<file path="src/shared/dcbr_consts.vh">
`ifndef DCBR_CONSTS_VH
`define DCBR_CONSTS_VH

`define DCBR_OFS_CTRL_A      8'h00
`define DCBR_OFS_CTRL_B      8'h04
`define DCBR_OFS_AREA_WIDTH  8'h08
`define DCBR_OFS_TIMER_CTL   8'h0c
`define DCBR_OFS_COUNTER     8'h10
`define DCBR_OFS_MATCH       8'h14
`define DCBR_OFS_STATUS      8'h18

`define DCBR_A_BURST         0
`define DCBR_A_HOLD          1
`define DCBR_A_SELF_REFRESH  2
`define DCBR_A_PIN_ON        3

`define DCBR_B_PIN_CHOICE    0
`define DCBR_B_MUX_LO        1
`define DCBR_B_MUX_HI        2
`define DCBR_B_CBR_ON        3
`define DCBR_B_PRECHARGE     4
`define DCBR_B_STRETCH       5

`define DCBR_RST_CTRL_A      4'h0
`define DCBR_RST_CTRL_B      6'h00
`define DCBR_RST_AREA_WIDTH  4'h0
`define DCBR_RST_TIMER_CTL   3'h0
`define DCBR_RST_COUNTER     8'h00
`define DCBR_RST_MATCH       8'hff

`define DCBR_ROW_LOW_BASE    5'h09
`define DCBR_ROW_TOP_1M      5'h13
`define DCBR_ROW_TOP_16M     5'h17
`define DCBR_MUX_ILLEGAL     2'h3

`endif

</file>
<file path="src/hw/dcbr_ctrl.v">
`include "dcbr_consts.vh"
`timescale 1ns/1ps
`default_nettype none

module dcbr_ctrl #(
  parameter AW = 24,
  parameter CW = 8
) (
  input  wire          clk_i,
  input  wire          rst_i,
  input  wire          wb_cyc_i,
  input  wire          wb_stb_i,
  input  wire          wb_we_i,
  input  wire [7:0]    wb_adr_i,
  input  wire [3:0]    wb_sel_i,
  input  wire [31:0]   wb_dat_i,
  output reg  [31:0]   wb_dat_o,
  output reg           wb_ack_o,
  input  wire          acc_req_i,
  input  wire          acc_dram_i,
  input  wire [1:0]    acc_area_i,
  input  wire [AW-1:0] acc_addr_i,
  input  wire [1:0]    acc_bytes_i,
  input  wire          acc_write_i,
  input  wire [1:0]    acc_wait_i,
  input  wire          mode_16m_i,
  input  wire          bus_release_i,
  input  wire          standby_i,
  output reg           acc_done_o,
  output reg           bus_released_o,
  output reg           dram_we_n_o,
  output reg           port_b_pin4_n_o,
  output reg           port_b_pin5_n_o,
  output reg           high_write_strobe_n_o,
  output reg           low_write_strobe_n_o,
  output reg           port_b_pin5_free_o,
  output reg  [3:0]    area_row_strobe_n_o,
  output reg           refresh_indicator_pin_n_o
);

  localparam [4:0] S_IDLE  = 5'h00;
  localparam [4:0] S_PRE   = 5'h01;
  localparam [4:0] S_PRE2  = 5'h02;
  localparam [4:0] S_ROW   = 5'h03;
  localparam [4:0] S_COL1  = 5'h04;
  localparam [4:0] S_WAIT  = 5'h05;
  localparam [4:0] S_COL2  = 5'h06;
  localparam [4:0] S_TI    = 5'h07;
  localparam [4:0] S_RP    = 5'h08;
  localparam [4:0] S_RPX   = 5'h09;
  localparam [4:0] S_R1    = 5'h0a;
  localparam [4:0] S_RW    = 5'h0b;
  localparam [4:0] S_R2    = 5'h0c;
  localparam [4:0] S_STBYC = 5'h0d;
  localparam [4:0] S_STBY  = 5'h0e;
  localparam [4:0] S_REL   = 5'h0f;
  localparam [4:0] S_GAP   = 5'h10;

  //////////////////////////////////////////////////////////////////////////////
  // Register file

  reg  [3:0]    ctrl_a_r;
  reg  [5:0]    ctrl_b_r;
  reg  [3:0]    area_width_r;
  reg  [2:0]    clk_sel_r;
  reg  [CW-1:0] counter_r;
  reg  [CW-1:0] match_r;
  reg  [4:0]    state_r;
  reg           row_open_r;
  reg  [1:0]    open_area_r;
  reg  [AW-1:0] open_row_r;
  reg           ref_pend_r;

  wire          wb_req    = wb_cyc_i & wb_stb_i & ~wb_ack_o;
  // Writes commit on the edge where the master samples ack high
  wire          wb_wr     = wb_cyc_i & wb_stb_i & wb_ack_o & wb_we_i & wb_sel_i[0];
  wire          burst_on  = ctrl_a_r[`DCBR_A_BURST];
  wire          hold_on   = ctrl_a_r[`DCBR_A_HOLD];
  wire          srf_on    = ctrl_a_r[`DCBR_A_SELF_REFRESH];
  wire          pin_on    = ctrl_a_r[`DCBR_A_PIN_ON];
  wire          choice    = ctrl_b_r[`DCBR_B_PIN_CHOICE];
  wire [1:0]    mux       = {ctrl_b_r[`DCBR_B_MUX_HI], ctrl_b_r[`DCBR_B_MUX_LO]};
  wire          cbr_on    = ctrl_b_r[`DCBR_B_CBR_ON];
  wire          precharge = ctrl_b_r[`DCBR_B_PRECHARGE];
  wire          stretch   = ctrl_b_r[`DCBR_B_STRETCH];
  wire          refreshing = (state_r >= S_RP) && (state_r <= S_R2);
  wire          self_ref  = (state_r == S_STBYC) || (state_r == S_STBY);

  always @(posedge clk_i)
  begin
    if (rst_i)
    begin
      ctrl_a_r     <= `DCBR_RST_CTRL_A;
      ctrl_b_r     <= `DCBR_RST_CTRL_B;
      area_width_r <= `DCBR_RST_AREA_WIDTH;
      clk_sel_r    <= `DCBR_RST_TIMER_CTL;
      match_r      <= `DCBR_RST_MATCH;
      wb_ack_o     <= 1'b0;
      wb_dat_o     <= 32'h00000000;
    end
    else
    begin
      wb_ack_o <= wb_req;
      if (wb_wr)
      begin
        case (wb_adr_i)
          `DCBR_OFS_CTRL_A:     ctrl_a_r     <= wb_dat_i[3:0];
          `DCBR_OFS_CTRL_B:     ctrl_b_r     <= wb_dat_i[5:0];
          `DCBR_OFS_AREA_WIDTH: area_width_r <= wb_dat_i[3:0];
          `DCBR_OFS_TIMER_CTL:  clk_sel_r    <= wb_dat_i[2:0];
          `DCBR_OFS_MATCH:      match_r      <= wb_dat_i[CW-1:0];
          default:              ;
        endcase
      end
      // Unmapped offsets read zero; writes there are dropped
      case (wb_adr_i)
        `DCBR_OFS_CTRL_A:     wb_dat_o <= {28'h0000000, ctrl_a_r};
        `DCBR_OFS_CTRL_B:     wb_dat_o <= {26'h0000000, ctrl_b_r};
        `DCBR_OFS_AREA_WIDTH: wb_dat_o <= {28'h0000000, area_width_r};
        `DCBR_OFS_TIMER_CTL:  wb_dat_o <= {29'h0000000, clk_sel_r};
        `DCBR_OFS_COUNTER:    wb_dat_o <= {{(32-CW){1'b0}}, counter_r};
        `DCBR_OFS_MATCH:      wb_dat_o <= {{(32-CW){1'b0}}, match_r};
        `DCBR_OFS_STATUS:     wb_dat_o <= {27'h0000000, bus_released_o, self_ref,
                                           ref_pend_r, refreshing, row_open_r};
        default:              wb_dat_o <= 32'h00000000;
      endcase
    end
  end

  //////////////////////////////////////////////////////////////////////////////
  // Refresh timer

  reg  [11:0] pre_r;
  reg  [11:0] pre_mask;

  always @*
  begin
    case (clk_sel_r)
      3'h1:    pre_mask = 12'h001;
      3'h2:    pre_mask = 12'h007;
      3'h3:    pre_mask = 12'h01f;
      3'h4:    pre_mask = 12'h07f;
      3'h5:    pre_mask = 12'h1ff;
      3'h6:    pre_mask = 12'h7ff;
      default: pre_mask = 12'hfff;
    endcase
  end

  wire tick    = (clk_sel_r != 3'h0) && ((pre_r & pre_mask) == pre_mask);
  wire cmatch  = tick && (counter_r == match_r);
  wire ref_evt = cmatch && cbr_on;
  wire ref_take;

  always @(posedge clk_i)
  begin
    if (rst_i)
    begin
      pre_r      <= 12'h000;
      counter_r  <= `DCBR_RST_COUNTER;
      ref_pend_r <= 1'b0;
    end
    else
    begin
      pre_r <= pre_r + 12'h001;
      // Match clear beats a software write; a write beats an increment
      if (cmatch)
        counter_r <= {CW{1'b0}};
      else if (wb_wr && (wb_adr_i == `DCBR_OFS_COUNTER))
        counter_r <= wb_dat_i[CW-1:0];
      else if (tick)
        counter_r <= counter_r + {{(CW-1){1'b0}}, 1'b1};
      // A request already waiting or a cycle in flight swallows new ones
      if (ref_take)
        ref_pend_r <= 1'b0;
      else if (ref_evt && !ref_pend_r && !refreshing)
        ref_pend_r <= 1'b1;
    end
  end

  //////////////////////////////////////////////////////////////////////////////
  // Row compare

  wire          acc_w8  = area_width_r[acc_area_i];
  wire [4:0]    row_lo  = `DCBR_ROW_LOW_BASE + {3'h0, mux} - {4'h0, acc_w8};
  wire [4:0]    row_top = mode_16m_i ? `DCBR_ROW_TOP_16M : `DCBR_ROW_TOP_1M;
  wire [AW-1:0] row_mask;

  genvar gi;
  generate
    for (gi = 0; gi < AW; gi = gi + 1)
    begin : g_mask
      assign row_mask[gi] = (gi >= row_lo) && (gi <= row_top);
    end
  endgenerate

  wire [AW-1:0] acc_row = acc_addr_i & row_mask;
  // Unchanged row with the row strobe still low means a page hit
  wire          burst_hit = burst_on && row_open_r && (mux != `DCBR_MUX_ILLEGAL) &&
                            (open_area_r == acc_area_i) && (acc_row == open_row_r);

  //////////////////////////////////////////////////////////////////////////////
  // Sequencer

  reg  [1:0] cur_area_r;
  reg        cur_w8_r;
  reg  [1:0] cur_bytes_r;
  reg        cur_write_r;
  reg  [1:0] wait_cnt_r;
  reg        last_dram_r;

  assign ref_take = (state_r == S_IDLE) && !(standby_i && srf_on) && !bus_release_i &&
                    ref_pend_r && cbr_on;

  always @(posedge clk_i)
  begin
    if (rst_i)
    begin
      state_r     <= S_IDLE;
      row_open_r  <= 1'b0;
      open_area_r <= 2'h0;
      open_row_r  <= {AW{1'b0}};
      cur_area_r  <= 2'h0;
      cur_w8_r    <= 1'b0;
      cur_bytes_r <= 2'h0;
      cur_write_r <= 1'b0;
      wait_cnt_r  <= 2'h0;
      last_dram_r <= 1'b0;
      acc_done_o  <= 1'b0;
    end
    else
    begin
      acc_done_o <= 1'b0;
      case (state_r)
        S_IDLE:
        begin
          if (standby_i && srf_on)
          begin
            row_open_r <= 1'b0;
            state_r    <= S_STBYC;
          end
          else if (bus_release_i)
          begin
            row_open_r <= 1'b0;
            state_r    <= S_REL;
          end
          else if (ref_take)
          begin
            row_open_r <= 1'b0;
            state_r    <= S_RP;
          end
          else if (acc_req_i && acc_dram_i)
          begin
            cur_area_r  <= acc_area_i;
            cur_w8_r    <= acc_w8;
            cur_bytes_r <= acc_bytes_i;
            cur_write_r <= acc_write_i;
            wait_cnt_r  <= acc_wait_i;
            open_row_r  <= acc_row;
            open_area_r <= acc_area_i;
            if (burst_hit)
              state_r <= S_COL1;
            else
            begin
              row_open_r <= 1'b0;
              state_r    <= S_PRE;
            end
          end
          else if (acc_req_i)
          begin
            if (!hold_on || !burst_on)
              row_open_r <= 1'b0;
            last_dram_r <= 1'b0;
            state_r     <= (last_dram_r && choice) ? S_TI : S_GAP;
          end
          else if (!burst_on || (!hold_on && !last_dram_r))
            row_open_r <= 1'b0;
        end
        S_PRE:
        begin
          if (precharge)
            state_r <= S_PRE2;
          else
          begin
            row_open_r <= 1'b1;
            state_r    <= S_ROW;
          end
        end
        S_PRE2:
        begin
          row_open_r <= 1'b1;
          state_r    <= S_ROW;
        end
        S_ROW:   state_r <= S_COL1;
        S_COL1:  state_r <= (wait_cnt_r != 2'h0) ? S_WAIT : S_COL2;
        S_WAIT:
        begin
          wait_cnt_r <= wait_cnt_r - 2'h1;
          if (wait_cnt_r == 2'h1)
            state_r <= S_COL2;
        end
        S_COL2:
        begin
          last_dram_r <= 1'b1;
          if (!burst_on)
            row_open_r <= 1'b0;
          state_r <= S_GAP;
        end
        S_TI:    state_r <= S_GAP;
        // Refresh length depends only on the two option bits
        S_RP:    state_r <= precharge ? S_RPX : S_R1;
        S_RPX:   state_r <= S_R1;
        S_R1:    state_r <= stretch ? S_RW : S_R2;
        S_RW:    state_r <= S_R2;
        S_R2:
        begin
          last_dram_r <= 1'b0;
          state_r     <= S_IDLE;
        end
        S_STBYC: state_r <= S_STBY;
        S_STBY:
        begin
          if (!standby_i)
            state_r <= S_IDLE;
        end
        S_REL:
        begin
          last_dram_r <= 1'b0;
          if (!bus_release_i)
            state_r <= S_IDLE;
        end
        S_GAP:   state_r <= S_IDLE;
        default: state_r <= S_IDLE;
      endcase
      if ((state_r == S_COL2) || ((state_r == S_IDLE) && acc_req_i && !acc_dram_i &&
          !(standby_i && srf_on) && !bus_release_i && !ref_take && !(last_dram_r && choice))
          || (state_r == S_TI))
        acc_done_o <= 1'b1;
    end
  end

  //////////////////////////////////////////////////////////////////////////////
  // Pin drivers, registered so every output leaves a flip-flop

  wire col_on  = (state_r == S_COL1) || (state_r == S_WAIT) || (state_r == S_COL2);
  wire ref_cas = (state_r == S_RPX) || (state_r == S_R1) || (state_r == S_RW) ||
                 (state_r == S_R2);
  wire ref_ras = (state_r == S_RW) || (state_r == S_R2);
  wire up_on   = (col_on && (cur_w8_r || cur_bytes_r[1])) || ref_cas || self_ref;
  wire lo_on   = (col_on && !cur_w8_r && cur_bytes_r[0]) || ref_cas || self_ref;
  wire all_ras = ref_ras || (state_r == S_STBY);

  always @(posedge clk_i)
  begin
    if (rst_i)
    begin
      bus_released_o            <= 1'b0;
      dram_we_n_o               <= 1'b1;
      port_b_pin4_n_o           <= 1'b1;
      port_b_pin5_n_o           <= 1'b1;
      high_write_strobe_n_o     <= 1'b1;
      low_write_strobe_n_o      <= 1'b1;
      port_b_pin5_free_o        <= 1'b0;
      area_row_strobe_n_o       <= 4'hf;
      refresh_indicator_pin_n_o <= 1'b1;
    end
    else
    begin
      bus_released_o        <= (state_r == S_REL);
      dram_we_n_o           <= ~(cur_write_r && (state_r >= S_ROW) && (state_r <= S_COL2));
      port_b_pin4_n_o       <= ~(up_on && !choice);
      // Pin 5 stays a port pin with no 16-bit area, refresh included
      port_b_pin5_n_o       <= ~(lo_on && !choice && (area_width_r != 4'hf));
      high_write_strobe_n_o <= ~(up_on && choice);
      low_write_strobe_n_o  <= ~(lo_on && choice);
      port_b_pin5_free_o    <= (area_width_r == 4'hf) && !choice;
      if (all_ras)
        area_row_strobe_n_o <= 4'h0;
      else if (row_open_r)
        area_row_strobe_n_o <= ~(4'h1 << open_area_r);
      else
        area_row_strobe_n_o <= 4'hf;
      // Refresh and self-refresh both count as refresh on the indicator
      refresh_indicator_pin_n_o <= ~(pin_on && (refreshing || self_ref));
    end
  end

endmodule // dcbr_ctrl

`default_nettype wire

</file>
<file path="config.mk">
export PLATFORM = sky130hd
export DESIGN_NAME = dcbr_ctrl
export DESIGN_NICKNAME = d
export VERILOG_FILES = /design/src/hw/dcbr_ctrl.v
export VERILOG_INCLUDE_DIRS = /design/src /design/src/shared
export SDC_FILE = /design/constraint.sdc
export NUM_CORES = 1
export LEC_CHECK = 0
export ABC_CLOCK_PERIOD_IN_PS = 6500
export BUFFER_PORTS_ARGS = -buffer_cell sky130_fd_sc_hd__buf_2
export CAP_MARGIN = 20
export CORE_MARGIN = 2
export CORE_UTILIZATION = 50
export DETAILED_ROUTE_END_ITERATION = 16
export MAX_ROUTING_LAYER = met4
export PLACE_DENSITY = 0.76
export SLEW_MARGIN = 10
export SYNTH_ARGS = -nofsm -noshare
export SYNTH_HDL_FRONTEND = slang
export SYNTH_SLANG_ARGS = --single-unit
export TNS_END_PERCENT = 30
</file>
<file path="constraint.sdc">
create_clock -name clk_i -period 6.5 [get_ports clk_i]
set_input_delay 0.65 -clock clk_i [delete_from_list [all_inputs] [get_ports clk_i]]
set_output_delay 0.65 -clock clk_i [all_outputs]
set_load 0.05 [all_outputs]
</file>
# --- After elaboration in Yosys (flattened, before gate mapping) ---
# Index checks and enable logic that the tools add are counted.
word_totals:
  regBits: 131
  output_inout_bits: 46
  wordCells: 314
classes:
  addsub: 5
  n_lt_le_gt_ge: 52
  n_eq_ne: 50
  shifts: 1
  muxes: 47
  bitwise_logic: 18
  reduce_logical: 112
ops:
  columns: ["op", "n"]
  rows:
  - ["one-hot mux 12 bit (6 select lines)", 1]
  - ["one-hot mux 5 bit (14 select lines)", 1]
  - ["logical AND 1 bit", 60]
  - ["one-hot mux 8 bit (7 select lines)", 1]
  - ["two-way mux 5 bit", 9]
  - ["== test 5 x 4 -> 1 bit (second input constant)", 8]
  - ["greater-or-equal comparator 4 x 5 -> 1 bit (first input constant)", 8]
  - ["greater-or-equal comparator 5 bit (first input constant)", 8]
  - ["<= comparator 4 x 5 -> 1 bit (first input constant)", 8]
  - ["<= comparator 5 bit (first input constant)", 8]
  - ["bitwise AND 24 bit", 1]
  - ["== test 24 bit", 1]
  - ["== test 8 x 5 -> 1 bit (second input constant)", 3]
  - ["inequality test 2 bit (second input constant)", 11]
  - ["== test 5 x 3 -> 1 bit (second input constant)", 4]
  - ["greater-or-equal comparator 3 x 5 -> 1 bit (first input constant)", 4]
  - ["<= comparator 3 x 5 -> 1 bit (first input constant)", 4]
  - ["logical OR 1 bit", 18]
  - ["two-way mux 1 bit", 18]
  - ["== test 8 x 4 -> 1 bit (second input constant)", 2]
  - ["two-way mux 8 bit", 2]
  - ["inequality test 7 x 4 -> 1 bit (second input constant)", 2]
  - ["adder 12 x 1 -> 12 bit (second input constant)", 1]
  - ["bitwise AND 12 bit", 1]
  - ["50 further kinds", 101]

# --- Longest topological paths before layout ---
# Gate-level depths: netlist (run 1).
logic_depth:
  word_depth: 14
  mapped_depth: 11
  ltp_nobuf: 11

# --- Worst setup path before layout (run 1) ---
# OpenSTA, ideal clock, no wires.
synth_timing:
  path_kind: "input to register"
  startpoint: "input port acc_area_i[0]"
  endpoint: "register state_r[2]"
  setup_ns: 0.075
  arrival_time_ns: 3.205
  setup_slack_ns: 3.220
  path_stages: 11
  path_buffers: 0
  path_cell_list: "mux4_2 -> inv_1 -> ha_1 -> inv_1 -> ha_1 -> a21boi_0 -> xnor2_1 -> o2111ai_1 -> or4_1 -> or3_1 -> o22ai_1"
synth_between:
  elab_chain_cells: 14
  elab_cells_between_ends: 61
  cone_classes: "add/sub: 1; order compare: 24; eq/ne: 2; mux: 8; bitwise: 1; reduce/logical: 25"
synth_rtl:
  columns: ["item", "line", "rtl"]
  rows:
  - ["start: declaration", "dcbr_ctrl.v:21", "input wire [1:0] acc_area_i,"]
  - ["binary-select mux 1 bit (select 2 bit)", "dcbr_ctrl.v:183", "wire acc_w8 = area_width_r[acc_area_i];"]
  - ["two-way mux 1 bit (implied by the code)", "dcbr_ctrl.v:183", null]
  - ["subtractor 5 x 1 -> 5 bit (no line)", null, null]
  - ["greater-or-equal comparator 1 x 5 -> 1 bit (tied with other cells)", "dcbr_ctrl.v:192", "assign row_mask[gi] = (gi >= row_lo) && (gi <= row_top);"]
  - ["logical AND 1 bit", "dcbr_ctrl.v:192", null]
  - ["bitwise AND 24 bit", "dcbr_ctrl.v:196", "wire [AW-1:0] acc_row = acc_addr_i & row_mask;"]
  - ["== test 24 bit", "dcbr_ctrl.v:199", "(open_area_r == acc_area_i) && (acc_row == open_row_r);"]
  - ["logical AND 1 bit *", "dcbr_ctrl.v:198", "wire burst_hit = burst_on && row_open_r && (mux != `DCBR_MUX_ILLEGAL) &&"]
  - ["two-way mux 3 bit *", "dcbr_ctrl.v:260", "if (burst_hit)"]
  - ["two-way mux 5 bit *", "dcbr_ctrl.v:251", "else if (acc_req_i && acc_dram_i)"]
  - ["two-way mux 5 bit *", "dcbr_ctrl.v:246", "else if (ref_take)"]
  - ["two-way mux 5 bit *", "dcbr_ctrl.v:241", "else if (bus_release_i)"]
  - ["two-way mux 5 bit *", "dcbr_ctrl.v:236", "if (standby_i && srf_on)"]
  - ["one-hot mux 5 bit (14 select lines) *", "dcbr_ctrl.v:233", "case (state_r)"]
  - ["end signal: assignment", "dcbr_ctrl.v:273", "state_r <= (last_dram_r && choice) ? S_TI : S_GAP;"]
  - ["end signal: assignment", "dcbr_ctrl.v:294", "S_COL1: state_r <= (wait_cnt_r != 2'h0) ? S_WAIT : S_COL2;"]
  - ["end signal: assignment", "dcbr_ctrl.v:310", "S_RP: state_r <= precharge ? S_RPX : S_R1;"]
  - ["end: declaration", "dcbr_ctrl.v:68", "reg [4:0] state_r;"]
# Mark *: on every way between the ends. The rest lies on a longest branch, timed or not. The select of a mux whose other input is x is not followed.
# A chain may end at the register's enable or synchronous reset.

# --- Worst setup path in the final report (run 1) ---
# Ends and elaborated chain as after synthesis.

==> metrics.md, run 1 <==
| Metric | Value |
|---|---|
| WL final | `12500 um` |
| Normalized max-slew margin | `37.3%` |
| First-pass GRT wire length | `20700 um` |
| EDFF count, synth | `0` |
| Die Ht | `106 um` |
| Leading post-synthesis cells by cell area | `dfxtp_1 38%, nand2_1 6.8%, xor2_1 5.0%` |
| Leak | `2.08 nW` |
| Initial antenna violation count | `0` |
| Post-CTS Hold Fix Bufs | `0` |
| Yosys reg bits | `99` |
| Sw frac | `36.8%` |
| Max Slew Vio Count | `0` |
| Reg2reg path depth | `11` |
| Final antenna-violating net count | `0` |
| Setup crit start | `acc_area_i[0]` |
| Status | `completed` |
| Clock sinks | `99` |
| VDD IR max | `0.110 mV` |
| Req. time, crit path | `6.81 ns` |
| Post-CTS Repair Setup Buffers | `0` |
| Initial core utilization | `51.2%` |
| Syn-to-layout area delta | `9.67%` |
| WP buf/inv | `3` |
| Boundary Pins | `131` |
| Simple-gate portion of the synthesized area | `26.1%` |
| Cell taking the most area after synthesis | `dfxtp_1` |
| Cell Int Power | `0.922 mW` |
| Clock slew at reported path FFs | `0.11 ns` |
| Crit Path Category | `input port to flip-flop` |
| Startpoint type of the worst setup path | `input port` |
| Logic pwr share | `25.1%` |
| Vias in the first global route | `4313` |
| DIE AREA | `11300 um2` |
| PortBufs | `71` |
| Syn Std Cell Area | `5240 um2` |
| Vias | `4756` |
| P per Cell Area | `254 nW/um2` |
| Compound-gate portion of the synthesized area | `18.0%` |
| Detailed-route wire length per cell | `14.8 um` |
| Max incr delay on CP | `0.60 ns` |
| H-tree depth | `3` |
| Number of cells on the critical path | `12` |
| Critical Path End | `state_r[2]$_SDFFE_PP0P_` |
| Clock power frac | `26.1%` |
| Horiz. Die Dim | `106 um` |
| Setup crit end kind | `flip-flop` |
| Reg2reg start | `area_width_r[3]$_SDFFE_PP0P_` |
| Slowest-stage cell, CP | `or4_1` |
| Synth top area share | `37.8%` |
| Cts repair resizes | `0` |
| CTS root buffer | `clkbuf_8` |
| Gate Count Post-Synth | `653` |
| DRT iter0 DRCs | `293` |
| Final setup violation count | `0` |
| Drt drc | `0` |
| Final period utilization | `51.9%` |
| Ant diodes | `0` |
| Gr ovfl total | `0` |
| Hold Crit Depth | `1` |
| DR vias/cell | `5.63` |
| Post-synthesis mux area share | `2.39%` |
| Gpl congestion | `0.917` |
| Sw Pwr | `0.537 mW` |
| Sequential Power Share | `48.8%` |
| Final Skew | `0.0143 ns` |
| CTS tree | `built` |
| Post-synthesis adder-cell area fraction | `2.15%` |
| Reg2reg setup slack | `3.19 ns` |
| Crit Path Max Fanout | `6` |
| Sequential area share after synthesis | `37.8%` |
| Max_cap viols | `0` |
| Path type of the worst min-delay path | `flip-flop to flip-flop` |
| Drt pass-1 iters | `5` |
| Overall global routing resource usage | `23.2%` |
| Nets | `798` |
| Ys flop type | `dfxtp_1` |
| Reg2reg end | `state_r[2]$_SDFFE_PP0P_` |
| Max clock buf depth | `2` |
| Fin Setup TNS | `0 ns` |
| Worst slew pin tran | `0.932 ns` |
| Share of layout cells above drive strength 1 | `14.5%` |
| Synth async-reset ratio | `0%` |
| Crit-path leading delay family | `simple AND/OR/NAND/NOR gates` |
| FMAX | `297 MHz` |
| Num CTS Buffers | `9` |
| Clock latency at the later pin of the worst-skew pair | `0.37 ns` |
| Core Rows | `37` |
| Synthesized area per cell | `8.02 um2` |
| Min Tclk post-route | `3.37 ns` |
| Xor/xnor share of the synthesized area | `6.52%` |
| Hold Vio Cnt, Final | `0` |
| Unrepaired setup endpoints after global routing | `no` |
| Cells along the critical path | `buf_2 -> mux4_2 -> inv_1 -> ha_1 -> inv_1 -> ha_1 -> a21boi_0 -> xnor2_1 -> o2111ai_1 -> or4_1 -> or3_1 -> o22ai_1` |
| Largest net degree at the start of global routing | `85` |
| Yosys warning total | `0` |
| Final HPWL DP | `9080 um` |
| WHS | `0.418 ns` |
| Core area | `10200 um2` |
| Unique masters post-synth | `61` |
| Critical Path AT | `3.68 ns` |
| Largest family of logic cells by synthesized area | `simple AND/OR/NAND/NOR gates` |
## registers in the layout (all words and copies together) (netlist names), 5 cells and up
register,flops
ctrl_b_r,6
wb_dat_o,8
counter_r,8
pre_r,12
match_r,8
state_r,5
open_row_r,16
## cells in the final DEF, fill, tap and decap left out, drive strengths merged, types with 5 or more instances in the layout
cell and count:
o22ai 6, nand3b 5, xor2 30, a21oi 50
nand2 95, nor2b 15, a211o 8, conb 24
mux2i 8, o21ai 17, clkbuf 9, nand3 39
buf 75, nor4 6, ha 9, inv 13
a31oi 10, nor2 55, and3 5, dfxtp 99
nand4 10, nand2b 12, xnor2 9, a22oi 7
nor3 17, a211oi 14
## logic make-up (layout without fill, tap and decap cells)
group	Yosys count	after routing
AO/OA/AOI/OAI	145	145
buffers and inverters	68	101
adder cells (fa/ha/maj)	9	9
multiplexers	11	11
flip-flops	99	99
other	1	24
AND/OR/NAND/NOR	281	281
XOR/XNOR	39	39
## metrics by stage
stage	cells	cell area (um2)	util (%)	worst slack (ns)	total power, mW
4_1_cts	843	5720	55.9	3.16	1.46
6_report	845	5750	56.2	3.13	1.46
5_1_grt	845	5750	56.2	2.95	1.54
2_1_floorplan	676	5330	-	3.22	1.02
3_5_place_dp	827	5540	54.1	2.77	1.08
3_3_place_gp	827	5540	54.1	2.82	1.07
## cell usage after synthesis, types with 3 or more instances
cell,number
o21a_1,4
a22oi_1,7
xnor2_1,9
a21o_1,4
nand2_1,95
mux2i_1,8
nand4b_1,3
and3_1,5
clkbuf_1,25
a31oi_1,10
buf_2,4
dfxtp_1,99
buf_4,24
buf_1,3
inv_1,10
a211o_1,8
o21ai_0,17
o22ai_1,6
or3_1,4
a222oi_1,4
nor2b_1,15
ha_1,9
xor2_1,30
a211oi_1,14
nor4_1,6
nor3b_1,3
nand2b_1,12
a21oi_1,50
nor2_1,54
nand4_1,10
nand3b_1,5
nor3_1,16
or2_2,3
nand3_1,39
o31ai_1,4
## routing by layer
layer  GRT usage (%)  share of wire, %
met1            31.3                46
met2            36.2                48
met3            2.76               4.9
met4            7.99               1.7
met5               -                 0
## area by class of cell
cell class | count | area, um2
fillers | 948 | 4480
multi-input cells | 509 | 2980
flip-flops and latches | 99 | 1980
repair buffers | 75 | 393
well taps | 136 | 170
clock buffers | 9 | 124
clock inverters | 7 | 61.3
inverters | 10 | 37.5
## how the worst min path moves through the flow
stage,startpoint,to
3_5_place_dp,cur_write_r$_SDFFE_PP0P_,dram_we_n_o$_SDFF_PP1_
3_3_place_gp,cur_write_r$_SDFFE_PP0P_,dram_we_n_o$_SDFF_PP1_
5_1_grt,cur_write_r$_SDFFE_PP0P_,dram_we_n_o$_SDFF_PP1_
6_report,cur_write_r$_SDFFE_PP0P_,dram_we_n_o$_SDFF_PP1_
2_1_floorplan,cur_write_r$_SDFFE_PP0P_,dram_we_n_o$_SDFF_PP1_
4_1_cts,cur_write_r$_SDFFE_PP0P_,dram_we_n_o$_SDFF_PP1_
## power groups by stage
stage	logic, mW	clock network (mW)	registers (mW)
after floorplan	0.322	0	0.694
after global placement	0.350	0	0.722
after detailed placement	0.359	0	0.725
after CTS	0.361	0.389	0.711
after global routing	0.406	0.414	0.722
final	0.366	0.381	0.712
No activity file was read; power rests on OpenSTA's default activity.
==> run 2, diff against run 1 <==
--- a/config.mk
+++ b/config.mk
@@ -6,11 +6,11 @@
 export SDC_FILE = /design/constraint.sdc
 export NUM_CORES = 1
 export LEC_CHECK = 0
-export ABC_CLOCK_PERIOD_IN_PS = 6500
+export ABC_CLOCK_PERIOD_IN_PS = 2840
 export BUFFER_PORTS_ARGS = -buffer_cell sky130_fd_sc_hd__buf_2
 export CAP_MARGIN = 20
 export CORE_MARGIN = 2
-export CORE_UTILIZATION = 50
+export CORE_UTILIZATION = 48
 export DETAILED_ROUTE_END_ITERATION = 16
 export MAX_ROUTING_LAYER = met4
 export PLACE_DENSITY = 0.76
==> constraint.sdc (replaced) <==
create_clock -name clk_i -period 2.84 [get_ports clk_i]
set_input_delay 0.284 -clock clk_i [delete_from_list [all_inputs] [get_ports clk_i]]
set_output_delay 0.284 -clock clk_i [all_outputs]
set_load 0.05 [all_outputs]
==> run 2 against run 1 <==
The run now ends with negative setup slack left; critical path type is now flip-flop to flip-flop; critical endpoint unchanged; global-route usage rose by 0.33 points; highest routed layer unchanged; first-iteration DRC count rose by 31%; largest power group unchanged; die area is 4.0% higher.
==> metrics.md, run 2 (synthesis results as in run 1) <==
| Metric | Value |
|---|---|
| Final antenna-violating net count | `0 (unchanged)` |
| Final Util | `57.3% (+1.1 points)` |
| Max reg flops | `16 (unchanged)` |
| Final period utilization | `102%` |
| VDD IR max | `0.349 mV (+220%)` |
| Ant diodes | `0 (unchanged)` |
| Max clock buf depth | `2 (unchanged)` |
| Path type of the worst min-delay path | `input port to flip-flop` |
| Hold Crit Depth | `2 (+1)` |
| Reg2reg path depth | `9 (-2)` |
| Hold Vio Cnt, Final | `0 (unchanged)` |
| Biggest regs | `open_row_r: 16 flops, pre_r: 12 flops` |
| Core area | `10700 um2 (+5.0%)` |
| Register area | `1980 um2 (about the same)` |
| Failing checks | `negative setup slack` |
| Largest net degree at the start of global routing | `47 (-45%)` |
| Drt pass-1 iters | `7 (+2)` |
| WL final | `13200 um (+6.0%)` |
| DRT iter0 DRCs | `384 (+31%)` |
| Clock slew at reported path FFs | `0.09 ns (-0.02 ns)` |
| Vias in the first global route | `4493 (+4.2%)` |
| Min Tclk post-route | `2.90 ns` |
| Slowest-stage cell, CP | `or4_4` |
| Worst slew pin tran | `0.897 ns (-0.0352 ns)` |
| Boundary Pins | `131 (unchanged)` |
| Nets | `835 (+4.6%)` |
| Die Ht | `108 um (+2.0%)` |
| WP buf/inv | `1 (-2)` |
| Core Rows | `38 (+2.7%)` |
| CTS root buffer | `clkbuf_8` |
| Req. time, crit path | `3.15 ns (-3.66 ns)` |
| PortBufs | `71 (unchanged)` |
| Syn-to-layout area delta | `17.5%` |
| Clock latency at the later pin of the worst-skew pair | `0.38 ns (about the same)` |
| First-pass GRT wire length | `21300 um (+2.9%)` |
| Critical Path AT | `3.21 ns (-0.47 ns)` |
| DR vias/cell | `5.55 (-1.4%)` |
| Reg2reg start | `area_width_r[3]$_SDFFE_PP0P_` |
| Largest register by flop count | `open_row_r` |
| Filler instances | `982 (+3.6%)` |
| Initial antenna violation count | `0 (unchanged)` |
| Multi-input gate area | `3090 um2 (+3.7%)` |
| Gr ovfl total | `0 (unchanged)` |
| Worst setup slack after layout | `-0.0628 ns (-3.19 ns)` |
| Final HPWL DP | `9580 um (+5.5%)` |
| CTS tree | `built` |
| Detailed-route wire length per cell | `15.0 um (+1.2%)` |
| Horiz. Die Dim | `108 um (+2.0%)` |
| Crit Path Max Fanout | `2 (-4)` |
| Max Slew Vio Count | `0 (unchanged)` |
| Final setup violation count | `1 (+1)` |
| Crit-path leading delay family | `simple AND/OR/NAND/NOR gates` |
| Num CTS Buffers | `9 (unchanged)` |
| Initial core utilization | `48.8% (-2.5 points)` |
| Startpoint type of the worst setup path | `flip-flop` |
| Setup crit end kind | `flip-flop` |
| FMAX | `344 MHz` |
| Unrepaired setup endpoints after global routing | `yes` |
| Fin Setup TNS | `-0.0628 ns (-0.0628 ns)` |
| Crit Path Category | `flip-flop to flip-flop` |
| Gpl congestion | `0.928 (+1.3%)` |
| Clock sinks | `99 (unchanged)` |
| Status | `finished with violations` |
| Drt drc | `0 (unchanged)` |
| Max_cap viols | `0 (unchanged)` |
| P per Cell Area | `569 nW/um2 (+120%)` |
| Hold endpoint | `match_r[7]$_SDFFE_PP1P_` |
| Leak | `2.31 nW (+11%)` |
| DIE AREA | `11800 um2 (+4.0%)` |
| Cells along the critical path | `mux4_2 -> inv_2 -> ha_4 -> nand2b_4 -> a2111oi_4 -> a21bo_2 -> or4_4 -> or3_1 -> o22ai_1` |
| H-tree depth | `3 (unchanged)` |
| Share of layout cells above drive strength 1 | `20.8% (+6.3 points)` |
| Reg2reg end | `state_r[2]$_SDFFE_PP0P_` |
| Reg2reg setup slack | `-0.06 ns (-3.25 ns)` |
| Overall global routing resource usage | `23.5% (+0.33 points)` |
| Normalized max-slew margin | `40.2% (+2.9 points)` |
| Max incr delay on CP | `0.55 ns (-0.05 ns)` |
| Hold_sp | `wb_dat_i[7]` |
| Commonest non-fill, non-tap cell in the layout | `dfxtp_1` |
| Vias | `4909 (+3.2%)` |
| Commonest cells after routing, fill and taps aside | `98 x dfxtp_1, 95 x nand2_1, 71 x buf_2` |
| Final Skew | `0.0130 ns (-0.00127 ns)` |
-- run 2: cell types whose count changed in the layout (fill, tap and decap cells not counted), moves of 2 or more --
| cell | previous run | this run |
|---|---|---|
| ha_1 | 9 | 6 |
| ha_4 | 0 | 3 |
| buf_4 | 2 | 40 |
| clkbuf_8 | 9 | 11 |
| o21ai_0 | 17 | 15 |
| inv_8 | 2 | 0 |
| inv_1 | 10 | 8 |
-- run 2: worst max-delay path by stage --
stage / endpoint / slack, ns / depth (start not counted) / from
floorplan: state_r[2]$_SDFFE_PP0P_ / 0.01 / 11 / area_width_r[3]$_SDFFE_PP0P_
global placement: state_r[2]$_SDFFE_PP0P_ / -0.21 / 12 / acc_area_i[0]
detailed placement: state_r[2]$_SDFFE_PP0P_ / -0.34 / 12 / acc_area_i[0]
CTS: state_r[2]$_SDFFE_PP0P_ / -0.05 / 11 / area_width_r[3]$_SDFFE_PP0P_
global route: state_r[2]$_SDFFE_PP0P_ / -0.17 / 11 / area_width_r[3]$_SDFFE_PP0P_
finish: state_r[2]$_SDFFE_PP0P_ / -0.06 / 9 / area_width_r[3]$_SDFFE_PP0P_
-- run 2: stage by stage --
stage          hold WS, ns  instance area (um2)  worst slack [ns]  std cells  total power, mW
2_1_floorplan        0.368                 5330            0.0149        676             2.32
3_3_place_gp         0.395                 5790            -0.206        863             2.53
3_5_place_dp         0.401                 5790            -0.337        863             2.55
4_1_cts              0.113                 6070           -0.0462        881             3.49
5_1_grt              0.133                 6160            -0.170        885             3.68
6_report             0.124                 6160           -0.0628        885             3.50
-- run 2: metal layers --
layer  wire length, um  GRT usage, %
met1              5910          29.9
met2              6490          37.8
met3               561          3.32
met4               282          9.34
met5                 0             -
-- run 2: repair_timing --
item / CTS / global route
resized for setup: 11 / 12
hold buffers: 0 / 0
hold endpoints to repair: 0 / 0
endpoints found under the setup margin: 3 / 3
setup buffers: 3 / 4
cloned: 0 / 0
pin swaps: 4 / 9
-- run 2: report_power, final --
part	total (mW)	internal [mW]	switching [mW]
Clock	0.946	0.454	0.491
Sequential	1.52	1.46	0.0577
Combinational	1.03	0.365	0.669
Total	3.50	2.28	1.22
-- run 2: final cells by class --
class	instances	share of cell area, %
Multi-Input combinational cell	509	50.2
Sequential cell	99	32.2
Timing Repair Buffer	112	10.8
Tap cell	140	2.84
Clock buffer	12	2.52
Clock inverter	3	0.772
Inverter	10	0.650
==> run 3, diff against run 2 <==
--- a/config.mk
+++ b/config.mk
@@ -14,6 +14,7 @@
 export DETAILED_ROUTE_END_ITERATION = 16
 export MAX_ROUTING_LAYER = met4
 export PLACE_DENSITY = 0.76
+export RECOVER_POWER = 50
 export SLEW_MARGIN = 10
 export SYNTH_ARGS = -nofsm -noshare
 export SYNTH_HDL_FRONTEND = slang
==> run 3 against run 2 <==
The run still ends with negative setup slack left; utilization down 0.47 points; critical path depth up 2; routed wire length up 0.39%; clock power about the same; sequential cell count unchanged; sequential power about the same; critical path type unchanged.
==> metrics.md, run 3 (synthesis results as in run 1) <==
| Metric | Value |
|---|---|
| Largest register by flop count | `open_row_r` |
| DIE AREA | `11800 um2 (unchanged)` |
| Startpoint type of the worst setup path | `flip-flop` |
| Crit path top cell by count | `ha_4` |
| Cells along the critical path | `mux4_2 -> inv_2 -> ha_4 -> inv_4 -> ha_4 -> o21ai_2 -> nand2_1 -> a21bo_2 -> or4_4 -> or3_1 -> o22ai_1` |
| H-tree depth | `3 (unchanged)` |
| Detail Route met3 WL | `784 um (+40%)` |
| Met1 wire length | `5740 um (-2.8%)` |
| Boundary Pins | `131 (unchanged)` |
| Failing checks | `negative setup slack` |
| Hold Vio Cnt, Final | `0 (unchanged)` |
| Max incr delay on CP | `0.55 ns (about the same)` |
| Num CTS Buffers | `9 (unchanged)` |
| Final antenna-violating net count | `0 (unchanged)` |
| Vias in the first global route | `4493 (unchanged)` |
| Post-DP Area | `5790 um2 (unchanged)` |
| Final HPWL DP | `9580 um (unchanged)` |
| Gr ovfl total | `0 (unchanged)` |
| Core area | `10700 um2 (unchanged)` |
| Commonest non-fill, non-tap cell in the layout | `dfxtp_1` |
| DRT iter0 DRCs | `369 (-3.9%)` |
| Routed wl met2 | `6480 um (-0.20%)` |
| Drt pass-1 iters | `5 (-2)` |
| Clock latency at the later pin of the worst-skew pair | `0.38 ns (about the same)` |
| Non-Filler Instances | `885 (unchanged)` |
| Core Rows | `38 (unchanged)` |
| Req. time, crit path | `3.15 ns (about the same)` |
| Unrepaired setup endpoints after global routing | `yes` |
| Max_cap viols | `0 (unchanged)` |
| Max reg flops | `16 (unchanged)` |
| Normalized max-slew margin | `33.1% (-7.1 points)` |
| Filler instances | `996 (+1.4%)` |
| Nets | `835 (unchanged)` |
| Detailed-route wire length per cell | `15.0 um (+0.39%)` |
| Final period utilization | `102% (about the same)` |
| Vias | `4952 (+0.88%)` |
| Horiz. Die Dim | `108 um (unchanged)` |
| DR vias/cell | `5.60 (+0.88%)` |
| Min Tclk post-route | `2.91 ns (+0.00248 ns)` |
| Ant diodes | `0 (unchanged)` |
| Syn-to-layout area delta | `16.5%` |
| Placed cell count | `863 (unchanged)` |
| Overall global routing resource usage | `23.5% (unchanged)` |
| Final setup violation count | `1 (unchanged)` |
| Critical Path AT | `3.21 ns (about the same)` |
| Biggest regs | `open_row_r: 16 flops, pre_r: 12 flops` |
| Max Slew Vio Count | `0 (unchanged)` |
| Final Skew | `0.0148 ns (+0.00183 ns)` |
| WL final | `13300 um (+0.39%)` |
| PortBufs | `71 (unchanged)` |
| FMAX | `344 MHz (about the same)` |
| First-pass GRT wire length | `21300 um (unchanged)` |
| Commonest cells after routing, fill and taps aside | `98 x dfxtp_1, 95 x nand2_1, 54 x nor2_1` |
| Status | `finished with violations` |
| P per Cell Area | `571 nW/um2 (+0.45%)` |
| Post-CTS Hold Fix Bufs | `0 (unchanged)` |
| Post-Place Worst Slack | `-0.337 ns (unchanged)` |
| Uppermost layer routed | `met4` |
| Path type of the worst min-delay path | `input port to flip-flop` |
| Largest net degree at the start of global routing | `47 (unchanged)` |
| CTS tree | `built` |
| VDD IR max | `0.330 mV (-5.3%)` |
| Leak | `2.21 nW (-4.0%)` |
| Initial core utilization | `48.8% (unchanged)` |
| Clock sinks | `99 (unchanged)` |
| Crit Path Max Fanout | `5 (+3)` |
| CTS root buffer | `clkbuf_8` |
| Drt drc | `0 (unchanged)` |
| Share of layout cells above drive strength 1 | `16.9% (-3.9 points)` |
| Setup crit end kind | `flip-flop` |
| Design area | `6110 um2 (-0.81%)` |
| Crit Path Category | `flip-flop to flip-flop` |
| Worst setup slack after layout | `-0.0653 ns (-0.00248 ns)` |
| Die Ht | `108 um (unchanged)` |
| Max clock buf depth | `2 (unchanged)` |
| Initial antenna violation count | `0 (unchanged)` |
| Slowest-stage cell, CP | `or4_4` |
| Worst slew pin tran | `1.00 ns (+0.107 ns)` |
| Tot Pwr | `3.49 mW (-0.37%)` |
| Gpl congestion | `0.928 (unchanged)` |
| Clock slew at reported path FFs | `0.09 ns (about the same)` |
## run 3: changes by cell type in the layout (fill, tap and decap cells not counted)
cell and delta:
buf_2 -22, buf_4 -6, clkbuf_1 +28, or2_0 +2
or2_1 -1, or2_2 -1
## run 3: area by class of cell
type	instances	area [um2]	share of cell area, %
Clock buffer	12	155	2.54
Timing Repair Buffer	112	617	10.1
Sequential cell	99	1980	32.5
Multi-Input combinational cell	509	3090	50.6
Inverter	10	40.0	0.656
Clock inverter	3	47.5	0.779
Tap cell	140	175	2.87
## run 3: through the flow
step	utilization, %	hold slack, ns	TNS [ns]
floorplan	-	0.368	0
global placement	53.9	0.395	-0.495
detailed placement	53.9	0.401	-0.839
CTS	56.5	0.113	-0.0462
global route	56.8	0.133	-0.328
finish	56.8	0.122	-0.0653
## run 3: repair_timing
item | in CTS | in global routing
resized for setup | 11 | 12
pin swaps | 4 | 9
buffers inserted | 3 | 4
endpoints found under the hold margin | 0 | 0
setup endpoints to repair | 3 | 3
## run 3: layer usage
| metal | GRT usage [%] | vias to the layer above |
|---|---|---|
| li1 | - | 2433 |
| met1 | 29.9 | 2310 |
| met2 | 37.8 | 181 |
| met3 | 3.32 | 28 |
| met4 | 9.34 | 0 |
| met5 | - | - |
## run 3: worst max-delay path, delay by kind of cell (launching register included)
kind	cells	cell delay [ns]
AOI/OAI and AO/OA	3	0.49
adders and majority gates	2	0.40
and+or+nand+nor	3	0.99
buffers and inverters	2	0.13
DFF	1	0.33
muxes	1	0.49
## run 3: worst paths after layout
| path | from | end | slack [ns] | depth (start not counted) |
|---|---|---|---|---|
| worst min register to register | cur_write_r$_SDFFE_PP0P_ | dram_we_n_o$_SDFF_PP1_ | 0.42 | 1 |
| worst min-delay path | wb_dat_i[7] | match_r[7]$_SDFFE_PP1P_ | 0.12 | 2 |
| worst max register to register | area_width_r[3]$_SDFFE_PP0P_ | state_r[2]$_SDFFE_PP0P_ | -0.07 | 11 |
| worst max-delay path | area_width_r[3]$_SDFFE_PP0P_ | state_r[2]$_SDFFE_PP0P_ | -0.07 | 11 |
## run 3: where the power goes
part           internal, mW  switching, mW  leakage, nW
clock                 0.455          0.493        0.103
sequential             1.46         0.0571        0.801
combinational         0.350          0.670         1.31
